**src/dpf_pkg.sv**
```systemverilog
// Package of constants for the debug pin function select block
package dpf_pkg;
  // Pin indices of the ten debug-capable pins
  localparam int NUM_PINS      = 10;
  localparam int PIN_MODE_DATA = 0;
  localparam int PIN_CLOCK     = 1;
  localparam int PIN_DATA_OUT  = 2;
  localparam int PIN_DATA_IN   = 3;
  localparam int PIN_TEST_RST  = 4;
  localparam int PIN_TRACE_CLK = 5;
  localparam int PIN_TRACE_D0  = 6;
  localparam int PIN_TRACE_D1  = 7;
  localparam int PIN_TRACE_D2  = 8;
  localparam int PIN_TRACE_D3  = 9;
  // Reset values per pin, bit index is the pin index above
  localparam logic [9:0] RST_FUNCTION   = 10'h01F;
  localparam logic [9:0] RST_INPUT_EN   = 10'h01B;
  localparam logic [9:0] RST_OUTPUT_EN  = 10'h005;
  localparam logic [9:0] RST_PULL_UP    = 10'h019;
  localparam logic [9:0] RST_PULL_DOWN  = 10'h006;
  // Synchroniser depth
  localparam int SYNC_STAGES = 2;
endpackage : dpf_pkg

```
**src/dpf_top.sv**
```systemverilog
// Debug pin function select: per-pin settings, pin sharing, low power behaviour
// How it works
// (RULE1) Five debug port pins come out of reset in their debug function.
// (RULE2) Trace clock and trace data pins reset with all settings cleared.
// (RULE3) Mode/data pin resets 1,1,1,1; clock pin function, input, pull-down set.
// (RULE4) Data-out resets function, output, pull-down; data-in and test-reset 1,1,0,1.
// (RULE5) Scan and serial clock share a pin; mode/data share; data-out shares viewer.
// (RULE6) Data-out pin carries viewer output only while the viewer is enabled.
// (RULE7) Mode/data and data-out drivers stay on in first stop mode in debug.
// (RULE8) Watchdog stops while the core is halted; other peripherals keep running.
// (RULE9) A pin switched to port use gives the debug tool no path through it.
// (RULE10) Unused test-reset pin stays in test-reset function, left open or high.
// (RULE11) Supported pin sets: scan+serial, serial, serial+viewer, scan+trace, none.
// (RULE12) Function select 1 routes a pin to debug; 0 gives it to the port.
`timescale 1ns/1ps
module dpf_top #(
  parameter int NPINS = dpf_pkg::NUM_PINS
) (
  input  wire logic             clock_in,
  input  wire logic             rst_n_in,
  // Software settings, write strobe loads all five vectors
  input  wire logic             cfg_write_in,
  input  wire logic [NPINS-1:0] port_function_select_in,
  input  wire logic [NPINS-1:0] port_input_enable_in,
  input  wire logic [NPINS-1:0] port_output_enable_in,
  input  wire logic [NPINS-1:0] port_pull_up_enable_in,
  input  wire logic [NPINS-1:0] port_pull_down_enable_in,
  input  wire logic             serial_viewer_enable_in,
  input  wire logic             standby_drive_enable_in,
  input  wire logic             first_stop_mode_in,
  input  wire logic             core_halted_in,
  // General-purpose port side
  input  wire logic [NPINS-1:0] gpio_out_data_in,
  output logic      [NPINS-1:0] gpio_in_data_out,
  // Debug core side
  input  wire logic             scan_data_out_in,
  input  wire logic             serial_data_drive_in,
  input  wire logic             serial_data_oe_in,
  input  wire logic             serial_trace_viewer_in,
  input  wire logic             trace_clock_in,
  input  wire logic [3:0]       trace_data_in,
  output logic                  debug_clock_out,
  output logic                  mode_data_out,
  output logic                  scan_data_in_out,
  output logic                  test_reset_n_out,
  // Pins: input, output, output enable and pull enables
  input  wire logic [NPINS-1:0] pin_in,
  output logic      [NPINS-1:0] pin_out,
  output logic      [NPINS-1:0] pin_oe_out,
  output logic      [NPINS-1:0] pin_pull_up_out,
  output logic      [NPINS-1:0] pin_pull_down_out,
  // Status
  output logic      [NPINS-1:0] function_select_out,
  output logic                  watchdog_timer_run_out
);
  logic [1:0]       rst_sync;
  logic [1:0]       next_rst_sync;
  logic             rst_n;
  logic [NPINS-1:0] fsel, ien, oen, pup, pdn;
  logic [NPINS-1:0] next_fsel, next_ien, next_oen, next_pup, next_pdn;
  logic [NPINS-1:0] pin_sync;
  logic [NPINS-1:0] drive_val;
  logic [NPINS-1:0] next_pin_out, next_pin_oe, next_gpio_in;
  logic             next_dbg_clk, next_mode_data, next_scan_in, next_trst_n, next_wdt_run;
  logic [1:0]       fill;
  logic [1:0]       next_fill;
  logic             sync_ready;

  // Reset release through two flops
  always_comb begin
    next_rst_sync = {rst_sync[0], 1'b1};
  end

  always_ff @(posedge clock_in or negedge rst_n_in) begin
    if (!rst_n_in) begin
      rst_sync <= 2'h0;
    end else begin
      rst_sync <= next_rst_sync;
    end
  end

  assign rst_n = rst_sync[1];

  // Pin levels and link clock cross into the block clock here
  dpf_sync #(
    .WIDTH (NPINS)
  ) u_pin_sync (
    .clock_in (clock_in),
    .rst_n    (rst_n),
    .async_in (pin_in),
    .sync_out (pin_sync)
  );

  // Synchroniser fill count after internal reset release
  // Sync stages reset to 0, not every pin's idle level: hold inputs until filled
  always_comb begin
    next_fill = fill;
    if (!sync_ready) begin
      next_fill = fill + 2'h1;
    end
  end

  always_ff @(posedge clock_in or negedge rst_n) begin
    if (!rst_n) begin
      fill <= 2'h0;
    end else begin
      fill <= next_fill;
    end
  end

  assign sync_ready = (fill == 2'(dpf_pkg::SYNC_STAGES)); // No false test reset after reset

  // Settings: loaded as a group by software
  always_comb begin
    next_fsel = fsel;
    next_ien  = ien;
    next_oen  = oen;
    next_pup  = pup;
    next_pdn  = pdn;
    if (cfg_write_in) begin
      next_fsel = port_function_select_in;
      next_ien  = port_input_enable_in;
      next_oen  = port_output_enable_in;
      next_pup  = port_pull_up_enable_in;
      next_pdn  = port_pull_down_enable_in;
    end
  end

  // Settings registers with documented reset values
  always_ff @(posedge clock_in or negedge rst_n) begin
    if (!rst_n) begin
      fsel <= dpf_pkg::RST_FUNCTION;  // RULE1 RULE2 RULE3 RULE4 RULE10
      ien  <= dpf_pkg::RST_INPUT_EN;  // RULE2 RULE3 RULE4
      oen  <= dpf_pkg::RST_OUTPUT_EN; // RULE2 RULE3 RULE4
      pup  <= dpf_pkg::RST_PULL_UP;   // RULE2 RULE3 RULE4
      pdn  <= dpf_pkg::RST_PULL_DOWN; // RULE3 RULE4
    end else begin
      fsel <= next_fsel;
      ien  <= next_ien;
      oen  <= next_oen;
      pup  <= next_pup;
      pdn  <= next_pdn;
    end
  end

  // Debug-side drive value per pin
  always_comb begin
    drive_val = '0;
    drive_val[dpf_pkg::PIN_MODE_DATA] = serial_data_drive_in; // RULE5
    drive_val[dpf_pkg::PIN_DATA_OUT]  = serial_viewer_enable_in ?
                                        serial_trace_viewer_in :
                                        scan_data_out_in; // RULE5 RULE6
    drive_val[dpf_pkg::PIN_TRACE_CLK] = trace_clock_in;
    drive_val[dpf_pkg::PIN_TRACE_D0]  = trace_data_in[0];
    drive_val[dpf_pkg::PIN_TRACE_D1]  = trace_data_in[1];
    drive_val[dpf_pkg::PIN_TRACE_D2]  = trace_data_in[2];
    drive_val[dpf_pkg::PIN_TRACE_D3]  = trace_data_in[3];
  end

  // Pin mux per pin; stop mode gates drivers unless standby drive set or pin is mode/data or data-out in debug use
  genvar gi;
  generate
    for (gi = 0; gi < NPINS; gi++) begin : g_pin
      logic keep_on;
      logic stop_off;
      assign keep_on  = fsel[gi] && (gi == dpf_pkg::PIN_MODE_DATA ||
                                     gi == dpf_pkg::PIN_DATA_OUT); // RULE7
      assign stop_off = first_stop_mode_in && !standby_drive_enable_in && !keep_on;
      // Port data or debug data onto the pin
      assign next_pin_out[gi] = fsel[gi] ? drive_val[gi] : gpio_out_data_in[gi]; // RULE12
      // Mode/data pin direction follows the debug core in debug use
      assign next_pin_oe[gi]  = oen[gi] && !stop_off &&
                                (gi != dpf_pkg::PIN_MODE_DATA || !fsel[gi] ||
                                 serial_data_oe_in);
      // Port input path, low until real pin levels arrive
      assign next_gpio_in[gi] = sync_ready && ien[gi] && !fsel[gi] && pin_sync[gi]; // RULE9
    end
  endgenerate

  // Debug inputs: only while the pin is in its debug function
  always_comb begin
    next_dbg_clk   = fsel[dpf_pkg::PIN_CLOCK] && ien[dpf_pkg::PIN_CLOCK] &&
                     pin_sync[dpf_pkg::PIN_CLOCK]; // RULE5 RULE9
    next_mode_data = fsel[dpf_pkg::PIN_MODE_DATA] && ien[dpf_pkg::PIN_MODE_DATA] &&
                     pin_sync[dpf_pkg::PIN_MODE_DATA]; // RULE9
    next_scan_in   = fsel[dpf_pkg::PIN_DATA_IN] && ien[dpf_pkg::PIN_DATA_IN] &&
                     pin_sync[dpf_pkg::PIN_DATA_IN]; // RULE9
    // Test reset idles high when pin is given to the port
    next_trst_n    = !(fsel[dpf_pkg::PIN_TEST_RST] && ien[dpf_pkg::PIN_TEST_RST]) ||
                     pin_sync[dpf_pkg::PIN_TEST_RST]; // RULE9 RULE11
    next_wdt_run   = !core_halted_in; // RULE8
    // Reset levels until the synchroniser has filled
    if (!sync_ready) begin
      next_dbg_clk   = 1'b0;
      next_mode_data = 1'b0;
      next_scan_in   = 1'b0;
      next_trst_n    = 1'b1;
    end
  end

  // Output registers
  always_ff @(posedge clock_in or negedge rst_n) begin
    if (!rst_n) begin
      pin_out                <= '0;
      pin_oe_out             <= '0;
      gpio_in_data_out       <= '0;
      debug_clock_out        <= 1'b0;
      mode_data_out          <= 1'b0;
      scan_data_in_out       <= 1'b0;
      test_reset_n_out       <= 1'b1;
      watchdog_timer_run_out <= 1'b1;
    end else begin
      pin_out                <= next_pin_out;
      pin_oe_out             <= next_pin_oe;
      gpio_in_data_out       <= next_gpio_in;
      debug_clock_out        <= next_dbg_clk;
      mode_data_out          <= next_mode_data;
      scan_data_in_out       <= next_scan_in;
      test_reset_n_out       <= next_trst_n;
      watchdog_timer_run_out <= next_wdt_run;
    end
  end

  // Settings shown directly
  assign pin_pull_up_out     = pup;
  assign pin_pull_down_out   = pdn;
  assign function_select_out = fsel;
endmodule : dpf_top

```
**src/dpf_sync.sv**
```systemverilog
// Two-flop synchroniser for a bus of levels from outside the clock domain
`timescale 1ns/1ps
module dpf_sync #(
  parameter int WIDTH = 1
) (
  input  wire logic             clock_in,
  input  wire logic             rst_n,
  input  wire logic [WIDTH-1:0] async_in,
  output logic      [WIDTH-1:0] sync_out
);
  logic [WIDTH-1:0] stage_one;
  logic [WIDTH-1:0] next_stage_one;
  logic [WIDTH-1:0] next_sync;

  // Next values: first stage read only by second stage
  always_comb begin
    next_stage_one = async_in;
    next_sync      = stage_one;
  end

  // Register both stages
  always_ff @(posedge clock_in or negedge rst_n) begin
    if (!rst_n) begin
      stage_one <= '0;
      sync_out  <= '0;
    end else begin
      stage_one <= next_stage_one;
      sync_out  <= next_sync;
    end
  end
endmodule : dpf_sync

```
**config.mk**
```make
export PLATFORM = sky130hd
export DESIGN_NAME = dpf_top
export DESIGN_NICKNAME = d
export VERILOG_FILES = /design/src/dpf_pkg.sv /design/src/dpf_top.sv /design/src/dpf_sync.sv
export SDC_FILE = /design/constraint.sdc
export NUM_CORES = 1
export LEC_CHECK = 0
export ABC_CLOCK_PERIOD_IN_PS = 3700
export CAP_MARGIN = 20
export CORE_MARGIN = 3
export CORE_UTILIZATION = 40
export DETAILED_ROUTE_END_ITERATION = 7
export DONT_BUFFER_PORTS = 1
export HOLD_SLACK_MARGIN = 0.15
export PLACE_DENSITY = 0.56
export SLEW_MARGIN = 20
export SYNTH_ARGS = -nofsm -noshare
export SYNTH_HDL_FRONTEND = slang
export SYNTH_SLANG_ARGS = --single-unit
```
**constraint.sdc**
```tcl
create_clock -name clock_in -period 3.7 [get_ports clock_in]
set_input_delay 0.555 -clock clock_in [delete_from_list [all_inputs] [get_ports clock_in]]
set_output_delay 0.555 -clock clock_in [all_outputs]
set_load 0.01 [all_outputs]
```
== Word-level counts from Yosys, hierarchy flattened ==
Cells that the tools add are included.

* Register bits after elaboration: 109
* Bits of input ports: 86
* Output and inout bits: 65
* Logic and storage cells: 103

* Add/sub/neg operators: 1
* Eq/ne operators: 1
* Mux-type cells: 15
* Reductions and logical operators: 69

{| class="wikitable"
|+ Operators with widths
! operator !! number
|-
| logical AND 1 bit || 51
|-
| zero test 1 bit || 16
|-
| two-way mux 1 bit || 15
|-
| adder 2 x 1 -> 2 bit (second input constant) || 1
|-
| == test 2 bit (second input constant) || 1
|-
| logical OR 1 bit || 2
|}

== Depth between registers and ports, before layout ==
* Depth in word-level cells: 6
* Gate-level depth with buffers: 5
* Gate-level depth less buffers: 4

== By module ==
From an unflattened synthesis, not the netlist that was laid out.

* Cells, all modules: 221
* Area, all modules: 3936.3 µm²

{| class="wikitable"
|+ By module, submodules not included
! module !! instances !! cells each !! area each (µm²) !! sequential area each (µm²)
|-
| dpf_top || 1 || 201 || 3435.8 || 2249.7
|-
| dpf_sync || 1 || 20 || 500.5 || 500.5
|}

== Worst setup path before layout ==
No wires, ideal clock.

* Path type: input to register
* Start point: input cfg_write_in
* End point: register fsel[5], in the netlist function_select_out[5]
* Data arrival time: 1.131 ns
* Setup slack: 2.444 ns
* Stages: 3
* Buffers on the path: 2
* Path through: buf_6 > buf_6 > mux2_4

{| class="wikitable"
|+ RTL lines
! item !! line !! RTL
|-
| start, declared || dpf_top.sv:22 || <nowiki>input wire logic cfg_write_in,</nowiki>
|-
| end signal, assigned || dpf_top.sv:132 || <nowiki>fsel <= dpf_pkg::RST_FUNCTION;</nowiki>
|-
| end signal, assigned || dpf_top.sv:138 || <nowiki>fsel <= next_fsel;</nowiki>
|-
| end, declared || dpf_top.sv:59 || <nowiki>logic [NPINS-1:0] fsel, ien, oen, pup, pdn;</nowiki>
|}

No word-level cell between the ends.

== Worst setup path after layout ==
* Start point: register fsel[0], in the netlist function_select_out[0]
* End point: output function_select_out[0]

{| class="wikitable"
|+ RTL lines
! item !! line !! RTL
|-
| end, declared || dpf_top.sv:53 || <nowiki>output logic [NPINS-1:0] function_select_out,</nowiki>
|}

No word-level cell between the ends.

==> out/summary.txt <==
Mapped Nets = 308
H-Tree Depth = 3
sequential area share after synthesis = 0.6987
WHS Endpoint = u_pin_sync.next_sync[1]
Slew @ Worst Pin = 0.6545 ns
Layout area overhead = 7.692%
CTS buffer count = 9
final hold viol count = 0
#FFs+latches synth = 109
WHS = 0.2130 ns
area of the core = 9415 um^2
Yosys top cell area share = 0.5785
Starting Density = 0.4181
post-cts resize count = 0
leading register cell type out of synthesis = dfrtp_1
number of cells on the worst hold path = 0
top cells by area, synth = dfrtp_1 (58%), mux2_4 (17%), dfstp_2 (12%), mux2_2 (2.6%), buf_12 (2.0%)
largest net degree at the start of global routing = 90
Syn Inst Count = 221
total gr overflow = 0
Top Ports = 151
overall routing resource usage = 0.1202
status = completed
Layout Nets = 314
RSZ-0062 raised after global routing = false
Hold WC Path Type = in -> reg
Post-synth ARST share = 1.000
EDFF count, synth = 0
arrival time at the worst endpoint = 0.97 ns
Pre-antenna DRT Iters = 3
Port Buffers = 0
Multi-input gate area = 1056 um^2
HPWL after detailed placement = 4309 um
period utilisation layout = 0.4116
CP Capture Type = output port
r2r setup slk = 2.34 ns
Synth area leader = dfrtp_1
relative slew slack = 0.5636
WL/cell = 17.77 um
Hold Startpoint = pin_in[1]
# DRC = 0
Leakage = 1.965 nW
CP Class = reg -> out
Die W = 105.2 um
power density over the cells = 536.8 nW/um^2
WL final = 6431 um
Worst R2R Path Depth = 2
Reg area = 2754 um^2
Crit path required time = 3.14 ns
Yosys warning total = 0
Syn Area/Cell = 17.81 um^2
Crit Path Max Fanout = 6
average vias per placed instance = 4.693
Final min period = 1.523 ns
top-count cell post-synth = dfrtp_1
CTS tree = done
Post-CTS Setup Inserts = 0
Cell Rows = 35
Root Driver = clkbuf_8
initial antenna violation count = 1
layout cell share with drive strength beyond 1 = 0.3836
Worst IR Drop VDD = 217.8 uV
reg-to-reg endpoint = ien[1]
final setup fails = 0
Slew Viols, Final = 0
Setup Skew = 0.01591 ns
Reg clk slew, reported paths = 0.11 ns
vias in the first global route = 1770
Clk Latency, worst-skew pair = 0.35 ns
post-synth cell types = 25
Fin Setup TNS = 0 ns
clk sink count = 109
maximum clock rate = 656.6 MHz
GP Congestion = 0.7015
max_cap viols = 0
die height = 105.2 um
Post-Syn Area = 3936 um^2
Longest Clk Path Bufs = 2
reg2reg start = rst_sync[1]
via count = 1699
CP Launch Type = register
die area = 11070 um^2
cts hold-fix bufs = 1
Post-DRT Antenna Nets = 0
global-route wire length before repair = 10120 um
Iter 0 DRT Violations = 68
Fill cells = 835
top cells by count, synth = dfrtp_1 (91), mux2_4 (44), dfstp_2 (18)
[worst reg2reg max path, cell delays in order, from the launching register on]
cell     delay (ns)
dfrtp_4        0.86
buf_12         0.31
buf_4          0.32
[registers in the layout (all words and copies together), names as in the netlist, 2 cells and up]
signal / cells
function_select_out: 10
u_pin_sync.sync_out: 10
rst_sync: 2
fill: 2
ien: 10
oen: 10
pin_out: 10
pin_pull_down_out: 10
u_pin_sync.next_sync: 10
pin_oe_out: 10
gpio_in_data_out: 10
pin_pull_up_out: 10
[worst max-delay path by stage]
stage                           startpoint                     end  slack [ns]  cells past startpoint
global route                   rst_sync[1]  function_select_out[1]        2.12                      2
detailed placement             rst_sync[1]  function_select_out[1]        2.13                      1
global placement               rst_sync[1]                  ien[1]        2.16                      1
CTS                            rst_sync[1]  function_select_out[1]        2.12                      1
finish              function_select_out[0]  function_select_out[0]        2.18                      0
floorplan                      rst_sync[1]         debug_clock_out        0.47                      0
[per-stage QoR]
step / std cells / util / setup WS, ns / cell area [um^2] / total power, W
6_report: 362 / 0.4502 / 2.177 / 4239 / 0.002275
5_1_grt: 362 / 0.4502 / 2.118 / 4239 / 0.002386
4_1_cts: 360 / 0.4478 / 2.120 / 4217 / 0.002316
3_5_place_dp: 343 / 0.4246 / 2.133 / 3998 / 0.001568
3_3_place_gp: 343 / 0.4246 / 2.161 / 3998 / 0.001563
2_1_floorplan: 221 / - / 0.4701 / 3936 / 0.001552
[per-layer routing]
layer / GRT usage / wire, um
met1: 0.1546 / 2633
met2: 0.1689 / 3005
met3: 0.06115 / 690
met4: 0.05342 / 101
met5: 0 / 0
[where the power goes]
group          switching (W)  internal [W]  total, W  leakage, nW
sequential          0.000101       0.00130   0.00140         1.28
clock               0.000391      0.000342  0.000733        0.106
combinational      0.0000371      0.000100  0.000137        0.576
total               0.000530       0.00175   0.00228         1.96
[cell usage in the layout (no fill, tap or decap), types with 4 or more instances in the layout]
cell and instances:
dfrtp_1 90, and4b_1 7, nand2_1 4, nor2_1 7
inv_1 5, dfstp_2 18, clkbuf_8 10, mux2_4 44
mux2_2 9, o21ai_0 4, and2_1 8
[cell type report]
| cell class | count | share of cell area |
|---|---|---|
| sequential | 109 | 0.6496 |
| multi-input combinational | 99 | 0.2491 |
| tap | 129 | 0.03808 |
| clock buffer | 11 | 0.03335 |
| clock inverter | 5 | 0.01594 |
| timing repair buffer | 3 | 0.008855 |
| inverter | 5 | 0.004427 |
| antenna | 1 | 0.0005903 |
[cells by family (layout without fill, tap and decap cells)]
family	count (synthesis)	in the layout	synth area share
XOR/XNOR	1	1	0.002225
other	1	2	0.0009527
AND/OR/NAND/NOR	35	35	0.05499
adder cells (fa/ha/maj)	1	1	0.003178
buffers and inverters	13	24	0.03306
AO/OA/AOI/OAI	7	7	0.01081
multiplexers	54	54	0.1961
flip-flops	109	109	0.6987
(Power assumes the default switching activity.)
